<file path="src/verilog/asp_cfg.svh">
// Constants for the 4Kx4 asynchronous SRAM host controller.
// Assumes a 20 MHz core clock; all counts are cycles of that clock.
// Function
// RULE1 - Chip select low selects one 4-bit word
// RULE2 - Wait 2ms after power before any access
// RULE3 - Chip select high deselects, outputs float
// RULE4 - Write strobe stays high for whole read
// RULE5 - Address read: data valid after access time
// RULE6 - Back-to-back reads need no recovery gap
// RULE7 - Address stable within 5ns of select fall
// RULE8 - Select access independent of deselect time
// RULE9 - Write spans later fall to first rise
// RULE10 - Device stores data, its drivers float
// RULE11 - Address set up before write begins
// RULE12 - Address held until write ends
// RULE13 - Data set-up and hold around strobe rise
// RULE14 - Select-ended write leaves outputs floating
// RULE15 - Round all times up to whole cycles
`ifndef ASP_CFG_SVH
`define ASP_CFG_SVH
`define ASP_ADDR_W 12
`define ASP_DATA_W 4
`define ASP_CLK_PERIOD_NS 50
`define ASP_POWERUP_NS 2000000
`define ASP_POWERUP_CYC ((`ASP_POWERUP_NS + `ASP_CLK_PERIOD_NS - 1) / `ASP_CLK_PERIOD_NS)
`define ASP_ACCESS_NS 70
`define ASP_ACCESS_CYC ((`ASP_ACCESS_NS + `ASP_CLK_PERIOD_NS - 1) / `ASP_CLK_PERIOD_NS)
`define ASP_WPULSE_NS 65
`define ASP_WPULSE_CYC ((`ASP_WPULSE_NS + `ASP_CLK_PERIOD_NS - 1) / `ASP_CLK_PERIOD_NS)
`define ASP_HOLD_NS 5
`define ASP_HOLD_CYC ((`ASP_HOLD_NS + `ASP_CLK_PERIOD_NS - 1) / `ASP_CLK_PERIOD_NS)
`define ASP_HZ_NS 30
`define ASP_HZ_CYC ((`ASP_HZ_NS + `ASP_CLK_PERIOD_NS - 1) / `ASP_CLK_PERIOD_NS)
`define ASP_CNT_W 16
`endif

</file>
<file path="src/verilog/asp_pkg.sv">
// Types for the SRAM host controller.
// Assumes asp_cfg.svh is compiled with it.
`include "asp_cfg.svh"
package asp_pkg;
  typedef logic [`ASP_ADDR_W-1:0] asp_addr_t;
  typedef logic [`ASP_DATA_W-1:0] asp_data_t;
  typedef logic [`ASP_CNT_W-1:0] asp_cnt_t;
  typedef enum logic [2:0] {
    ASP_POWERUP, ASP_IDLE, ASP_RD_ACCESS, ASP_WR_SETUP, ASP_WR_PULSE, ASP_WR_HOLD, ASP_TURN
  } asp_state_t;
endpackage

</file>
<file path="src/verilog/asp_delay.sv">
// Down-counter used for every timed phase of the controller except the power-up wait.
// Assumes single clock, load and count run synchronously.
`timescale 1ns/1ps
module asp_delay
  import asp_pkg::*;
(
  input wire logic core_clk,
  input wire logic reset_n,
  input wire logic load,
  input wire asp_pkg::asp_cnt_t load_val,
  output logic done
);
  asp_cnt_t cnt_r;
  always_ff @(posedge core_clk or negedge reset_n) begin
    if (!reset_n) begin
      cnt_r <= '0;
    end else if (load) begin
      cnt_r <= load_val;
    end else if (cnt_r != '0) begin
      cnt_r <= cnt_r - asp_cnt_t'(1);
    end
  end
  // Count alone; the caller decodes load from done
  assign done = (cnt_r == '0);
endmodule

</file>
<file path="src/verilog/asp_host.sv">
// Host controller driving a 4Kx4 asynchronous static RAM over its pins.
// Assumes user requests synchronous to core_clk and SRAM pins sampled on it.
`timescale 1ns/1ps
`include "asp_cfg.svh"
module asp_host
  import asp_pkg::*;
(
  input wire logic core_clk,
  input wire logic reset_n,
  input wire logic req_valid,
  input wire logic req_write,
  input wire asp_pkg::asp_addr_t req_addr,
  input wire asp_pkg::asp_data_t req_wdata,
  output logic req_ready,
  output logic rsp_valid,
  output asp_pkg::asp_data_t rsp_rdata,
  output logic chip_sel_n,
  output logic write_strobe_n,
  output asp_pkg::asp_addr_t word_addr_bus,
  output asp_pkg::asp_data_t data_out,
  output logic data_oe,
  input wire asp_pkg::asp_data_t data_in
);
  import asp_pkg::*;

  asp_state_t state_r;
  logic dly_load;
  asp_cnt_t dly_val;
  logic dly_done;

  function automatic asp_cnt_t cyc(input int n);
    cyc = asp_cnt_t'(n - 1);
  endfunction

  asp_delay u_delay (
    .core_clk(core_clk),
    .reset_n(reset_n),
    .load(dly_load),
    .load_val(dly_val),
    .done(dly_done)
  );

  logic take;
  assign take = (state_r == ASP_IDLE) && req_valid;

  always_comb begin
    dly_load = 1'b0;
    dly_val = '0;
    unique case (state_r)
      ASP_POWERUP: begin
        dly_load = 1'b0;
      end
      ASP_IDLE: begin
        if (take && !req_write) begin
          dly_load = 1'b1;
          dly_val = cyc(`ASP_ACCESS_CYC);
        end else if (take) begin
          dly_load = 1'b1;
          dly_val = cyc(1);
        end
      end
      ASP_WR_SETUP: begin
        if (dly_done) begin
          dly_load = 1'b1;
          dly_val = cyc(`ASP_WPULSE_CYC);
        end
      end
      ASP_WR_PULSE: begin
        if (dly_done) begin
          dly_load = 1'b1;
          dly_val = cyc(`ASP_HOLD_CYC);
        end
      end
      ASP_WR_HOLD, ASP_RD_ACCESS: begin
        if (dly_done) begin
          dly_load = 1'b1;
          dly_val = cyc(`ASP_HZ_CYC);
        end
      end
      ASP_TURN: begin
        dly_load = 1'b0;
      end
    endcase
  end

  // Power-up wait counter
  logic [21:0] pwr_cnt_r;
  always_ff @(posedge core_clk or negedge reset_n) begin
    if (!reset_n) begin
      pwr_cnt_r <= '0;
    end else if (state_r == ASP_POWERUP) begin
      pwr_cnt_r <= pwr_cnt_r + 22'h1;
    end
  end

  // Phase ends shared by the pin processes
  function automatic logic phase_end(input asp_state_t cur, input asp_state_t phase, input logic done);
    phase_end = (cur == phase) && done;
  endfunction

  logic pwr_end;
  logic rd_end;
  logic wr_setup_end;
  logic wr_pulse_end;
  logic wr_hold_end;
  logic turn_end;
  // RULE2 hold off 2ms
  assign pwr_end = (state_r == ASP_POWERUP) && (pwr_cnt_r == 22'(`ASP_POWERUP_CYC - 1));
  assign rd_end = phase_end(state_r, ASP_RD_ACCESS, dly_done);
  assign wr_setup_end = phase_end(state_r, ASP_WR_SETUP, dly_done);
  assign wr_pulse_end = phase_end(state_r, ASP_WR_PULSE, dly_done);
  assign wr_hold_end = phase_end(state_r, ASP_WR_HOLD, dly_done);
  assign turn_end = phase_end(state_r, ASP_TURN, dly_done);

  always_ff @(posedge core_clk or negedge reset_n) begin
    if (!reset_n) begin
      state_r <= ASP_POWERUP;
    end else begin
      unique case (state_r)
        ASP_POWERUP: begin
          if (pwr_end) begin
            state_r <= ASP_IDLE;
          end
        end
        ASP_IDLE: begin
          if (take) begin
            state_r <= req_write ? ASP_WR_SETUP : ASP_RD_ACCESS;
          end
        end
        ASP_RD_ACCESS: begin
          if (rd_end) begin
            state_r <= ASP_TURN;
          end
        end
        ASP_WR_SETUP: begin
          if (wr_setup_end) begin
            state_r <= ASP_WR_PULSE;
          end
        end
        ASP_WR_PULSE: begin
          if (wr_pulse_end) begin
            state_r <= ASP_WR_HOLD;
          end
        end
        ASP_WR_HOLD: begin
          if (wr_hold_end) begin
            state_r <= ASP_TURN;
          end
        end
        ASP_TURN: begin
          if (turn_end) begin
            state_r <= ASP_IDLE;
          end
        end
      endcase
    end
  end

  // RULE1 RULE3 select only during access
  // RULE8 no dependence on idle time
  always_ff @(posedge core_clk or negedge reset_n) begin
    if (!reset_n) begin
      chip_sel_n <= 1'b1;
    end else if (take) begin
      chip_sel_n <= 1'b0;
    end else if (rd_end || wr_hold_end) begin
      chip_sel_n <= 1'b1;
    end
  end

  // RULE4 RULE9 strobe low only in pulse
  // RULE13 rising edge ends the write
  always_ff @(posedge core_clk or negedge reset_n) begin
    if (!reset_n) begin
      write_strobe_n <= 1'b1;
    end else if (wr_setup_end) begin
      write_strobe_n <= 1'b0;
    end else if (wr_pulse_end) begin
      write_strobe_n <= 1'b1;
    end
  end

  // RULE7 RULE11 RULE12 address set with select
  always_ff @(posedge core_clk or negedge reset_n) begin
    if (!reset_n) begin
      word_addr_bus <= '0;
    end else if (take) begin
      word_addr_bus <= req_addr;
    end
  end

  // RULE10 RULE13 host drives data around pulse
  always_ff @(posedge core_clk or negedge reset_n) begin
    if (!reset_n) begin
      data_out <= '0;
      data_oe <= 1'b0;
    end else if (take && req_write) begin
      data_out <= req_wdata;
      data_oe <= 1'b1;
    end else if (wr_hold_end) begin
      data_oe <= 1'b0;
    end
  end

  // RULE5 RULE15 sample after rounded access time
  always_ff @(posedge core_clk or negedge reset_n) begin
    if (!reset_n) begin
      rsp_valid <= 1'b0;
      rsp_rdata <= '0;
    end else begin
      rsp_valid <= rd_end;
      if (rd_end) begin
        rsp_rdata <= data_in;
      end
    end
  end

  // RULE6 RULE14 ready after turnaround
  always_ff @(posedge core_clk or negedge reset_n) begin
    if (!reset_n) begin
      req_ready <= 1'b0;
    end else if (take) begin
      req_ready <= 1'b0;
    end else if (pwr_end || turn_end) begin
      req_ready <= 1'b1;
    end
  end
endmodule

</file>
<file path="config.mk">
export PLATFORM = sky130hd
export DESIGN_NAME = asp_host
export DESIGN_NICKNAME = d
export VERILOG_FILES = /design/src/verilog/asp_pkg.sv /design/src/verilog/asp_delay.sv /design/src/verilog/asp_host.sv
export VERILOG_INCLUDE_DIRS = /design/src /design/src/verilog
export SDC_FILE = /design/constraint.sdc
export NUM_CORES = 1
export LEC_CHECK = 0
export ABC_AREA = 1
export BUFFER_PORTS_ARGS = -buffer_cell sky130_fd_sc_hd__buf_2
export CORE_AREA = 8 8 102 104
export CTS_CLUSTER_DIAMETER = 60
export DETAILED_ROUTE_END_ITERATION = 16
export DIE_AREA = 0 0 110 112
export HOLD_SLACK_MARGIN = 0.03
export PLACE_DENSITY_LB_ADDON = 0.2
export SETUP_SLACK_MARGIN = 0.1
export SYNTH_ARGS = -nofsm -noshare
export SYNTH_HDL_FRONTEND = slang
export SYNTH_SLANG_ARGS = --single-unit
export TNS_END_PERCENT = 50
</file>
<file path="constraint.sdc">
create_clock -name core_clk -period 2.4 [get_ports core_clk]
set_clock_uncertainty 0.2 [all_clocks]
set_input_delay 0.72 -clock core_clk [delete_from_list [all_inputs] [get_ports core_clk]]
set_output_delay 0.72 -clock core_clk [all_outputs]
set_load 0.005 [all_outputs]
</file>
==> metrics.md <==
| Metric | Value |
|---|---|
| Flops & latches, synth | 66 |
| Synth async-reset ratio | 100% |
| Fmax achieved | 482 MHz |
| Total GRT Usage | 13.0% |
| Full die area | 12300 sq um |
| Synth warnings | 0 |
| Most frequent cells in the layout | 148 x nand2_1, 64 x dfrtp_1, 55 x nor2_1 |
| Final hold vios | 0 |
| Final Cycle Share | between 80 and 90% |
| Worst slack at placement | approximately 0.34 ns |
| Total core area | ~9000 sq um |
| Post-Route WL | 7600 um |
| Wire length per cell | about 13 um |
| Drt pass-1 iters | 4 |
| Status | finished, final reports clean |
| Residual DRC | 0 |
| GRT overflow | 0 |
| I/O pin cnt | 49 |
| Max Root-Sink Buffers | 2 |
| CTS root buf | clkbuf_8 |
| Area added between synthesis and finish | 15.7% |
| Via-per-instance ratio | 4.58 |
| Post-CTS sizing | 0 |
| Critical Path AT | 2.08 ns |
| First-pass GRT wire length | 12700 um |
| DP Wirelength | roughly 5500 um |
| Ys flop type | dfrtp_1 |
| Inserted Diodes | 0 |
| Worst R2R Setup Slack | 0.33 ns |
| Final setup fails | 0 |
| FF+latch area | about 1700 sq um |
| Initial detailed-routing violation count | 104 |
| Clock sinks | 66 |
| Initial antenna violation count | 0 |
| Placed inst area | about 3800 sq um |
| Vias in the first global route | 2712 |
| Rel. slew slack | 60.1% |
| Seq/Total Area, Yosys | 48.3% |
| VDD IR-drop max | 0.000296 V |
| GPL Wtd Cong | 0.864 |
| Design area | 3970 sq um |
| Hold-fix buffer count after cts | 0 |
| RSZ-0062 raised after global routing | no |
| Setup crit start kind | register |
| Max-slew violations | 0 |
| CTS tree | built |
| Layout cells sized above 1 | 17.9% |
| Data required time of the worst path | around 2.4 ns |
| Routed via count | 2786 |
| Mapped Nets | 462 |
| Post-Synthesis Cells | 435 |
| Die Span X | 110 um |
| Fin Hold WS | roughly 0.17 ns |
| Site Rows | 35 |
| Largest net degree at the start of global routing | 67 |
| EDFF count, synth | 0 |
| Nets | 519 |
| Post-DRT Antenna Nets | 0 |
| Mapped cell area | 3430 sq um |
| Worst min path class | primary input to asynchronous set/reset pin |
| PortBufs | 48 |
| Reg2reg start | u_delay.cnt_r[0]$_DFFE_PN0P_ |
| Fill count | 930 |
| CP Max Fanout | 13 |
| Worst reg2reg path depth | 10 |
| Area occupied by multi-input gates | 1540 sq um |
| Reg-to-Reg End | u_delay.cnt_r[9]$_DFFE_PN0P_ |
| Worst Setup End Kind | register |
| Synth cell types | 31 |
| Leak pwr | 0.00217 uW |
| TNS Setup | 0 ns |
| Tmin final | slightly above 2 ns |
| Total setup buffers inserted after CTS | 0 |
| Commonest non-fill, non-tap cell in the layout | nand2_1 |
| PD cells | 500 nW/um^2 |
| Final worst setup slack | 0.326 ns |
| Inserted Clock Buffers | 9 |
| Initial Utilization | approximately 39% |
| Clock latency on the worst-skew pair | between 0.3 and 0.4 ns |
| Die height | 112 um |
| Clock-pin slew on the worst setup and hold paths | 0.08 ns |
| Max_cap viols | 0 |
| H-Tree Level Count | 3 |
| Slew @ Worst Pin | slightly below 0.6 ns |
| Crit Path Class | register to register |
| Syn Area/Cell | roughly 8 sq um |
[cells by family (layout without fill, tap and decap cells)]
logic type	Yosys count	count (layout)	share of synthesized area, %
AND/OR/NAND/NOR	269	269	33.7
flip-flops	66	66	48.3
buffers and inverters	54	116	6.76
XOR/XNOR	27	27	6.90
AO/OA/AOI/OAI	16	16	3.25
adder cells (fa/ha/maj)	3	3	1.10
[per-layer routing]
| layer | GRT usage, % | share of wire [%] | vias to the layer above |
|---|---|---|---|
| met5 | 0 | 0 | - |
| met4 | 3.60 | 0.43 | 0 |
| met3 | 4.39 | 3.8 | 2 |
| met2 | 20.3 | 50 | 37 |
| met1 | 16.4 | 45 | 1271 |
| li1 | - | - | 1476 |
[area by class of cell]
class | instances | area share, %
Clock buffer | 11 | 3.57
Clock inverter | 5 | 0.757
Tap cell | 111 | 3.50
Inverter | 49 | 4.67
Sequential cell | 66 | 41.7
Timing Repair Buffer | 51 | 6.94
Multi-Input combinational cell | 315 | 38.8
[through the flow]
step	instances	power (uW)	util (%)
after floorplan	435	1130	-
after global placement	592	1180	42.7
after detailed placement	592	1180	42.7
after CTS	608	2020	44.6
after global routing	608	2070	44.6
final	608	1980	44.6
[power by group]
part	switching, uW	leakage, uW	internal, uW
Clock	427	0.0000851	398
Sequential	0	0.000869	1110
Combinational	28.3	0.00121	16.6
Total	455	0.00217	1530
[critical path, cell delays in order (launching register included)]
cell     delay [ns]
dfrtp_1        0.38
inv_1          0.14
ha_1           0.20
inv_1          0.05
nor2_1         0.07
nand2_1        0.05
nor2_1         0.12
nand2_2        0.19
o21ai_4        0.24
buf_4          0.22
nor3_1         0.07
[synth_stat cells (2+ instances only)]
cell | count | area [sq um]
a21oi_1 | 4 | 20.0
o21ai_0 | 5 | 25.0
nor2_1 | 55 | 206
buf_6 | 3 | 33.8
nand2_2 | 2 | 12.5
inv_2 | 6 | 22.5
xor2_1 | 20 | 175
ha_1 | 3 | 37.5
nand2_1 | 148 | 556
dfstp_2 | 2 | 52.6
nand3_1 | 29 | 145
dfrtp_1 | 64 | 1600
nand3_2 | 2 | 20.0
nor2_2 | 3 | 18.8
nor3_1 | 17 | 85.1
nand4_1 | 9 | 56.3
xnor2_1 | 7 | 61.3
inv_1 | 42 | 158
o22ai_1 | 2 | 12.5
[worst max-delay path by stage]
stage / slack (ns) / end / startpoint
after floorplan: 0.69 / u_delay.cnt_r[1]$_DFFE_PN0P_ / u_delay.cnt_r[0]$_DFFE_PN0P_
after detailed placement: 0.34 / u_delay.cnt_r[9]$_DFFE_PN0P_ / u_delay.cnt_r[0]$_DFFE_PN0P_
final: 0.33 / u_delay.cnt_r[9]$_DFFE_PN0P_ / u_delay.cnt_r[0]$_DFFE_PN0P_
after CTS: 0.32 / u_delay.cnt_r[9]$_DFFE_PN0P_ / u_delay.cnt_r[0]$_DFFE_PN0P_
after global placement: 0.44 / u_delay.cnt_r[13]$_DFFE_PN0P_ / u_delay.cnt_r[0]$_DFFE_PN0P_
after global routing: 0.11 / u_delay.cnt_r[9]$_DFFE_PN0P_ / u_delay.cnt_r[0]$_DFFE_PN0P_
[flip-flops by register name, indices dropped and copies added (netlist names)]
register        cells
rsp_valid           1
word_addr_bus      12
rsp_rdata           4
u_delay.cnt_r      16
chip_sel_n          1
state_r             3
pwr_cnt_r          22
data_out            4
req_ready           1
data_oe             1
write_strobe_n      1
Power figures use the tool's default switching activity.
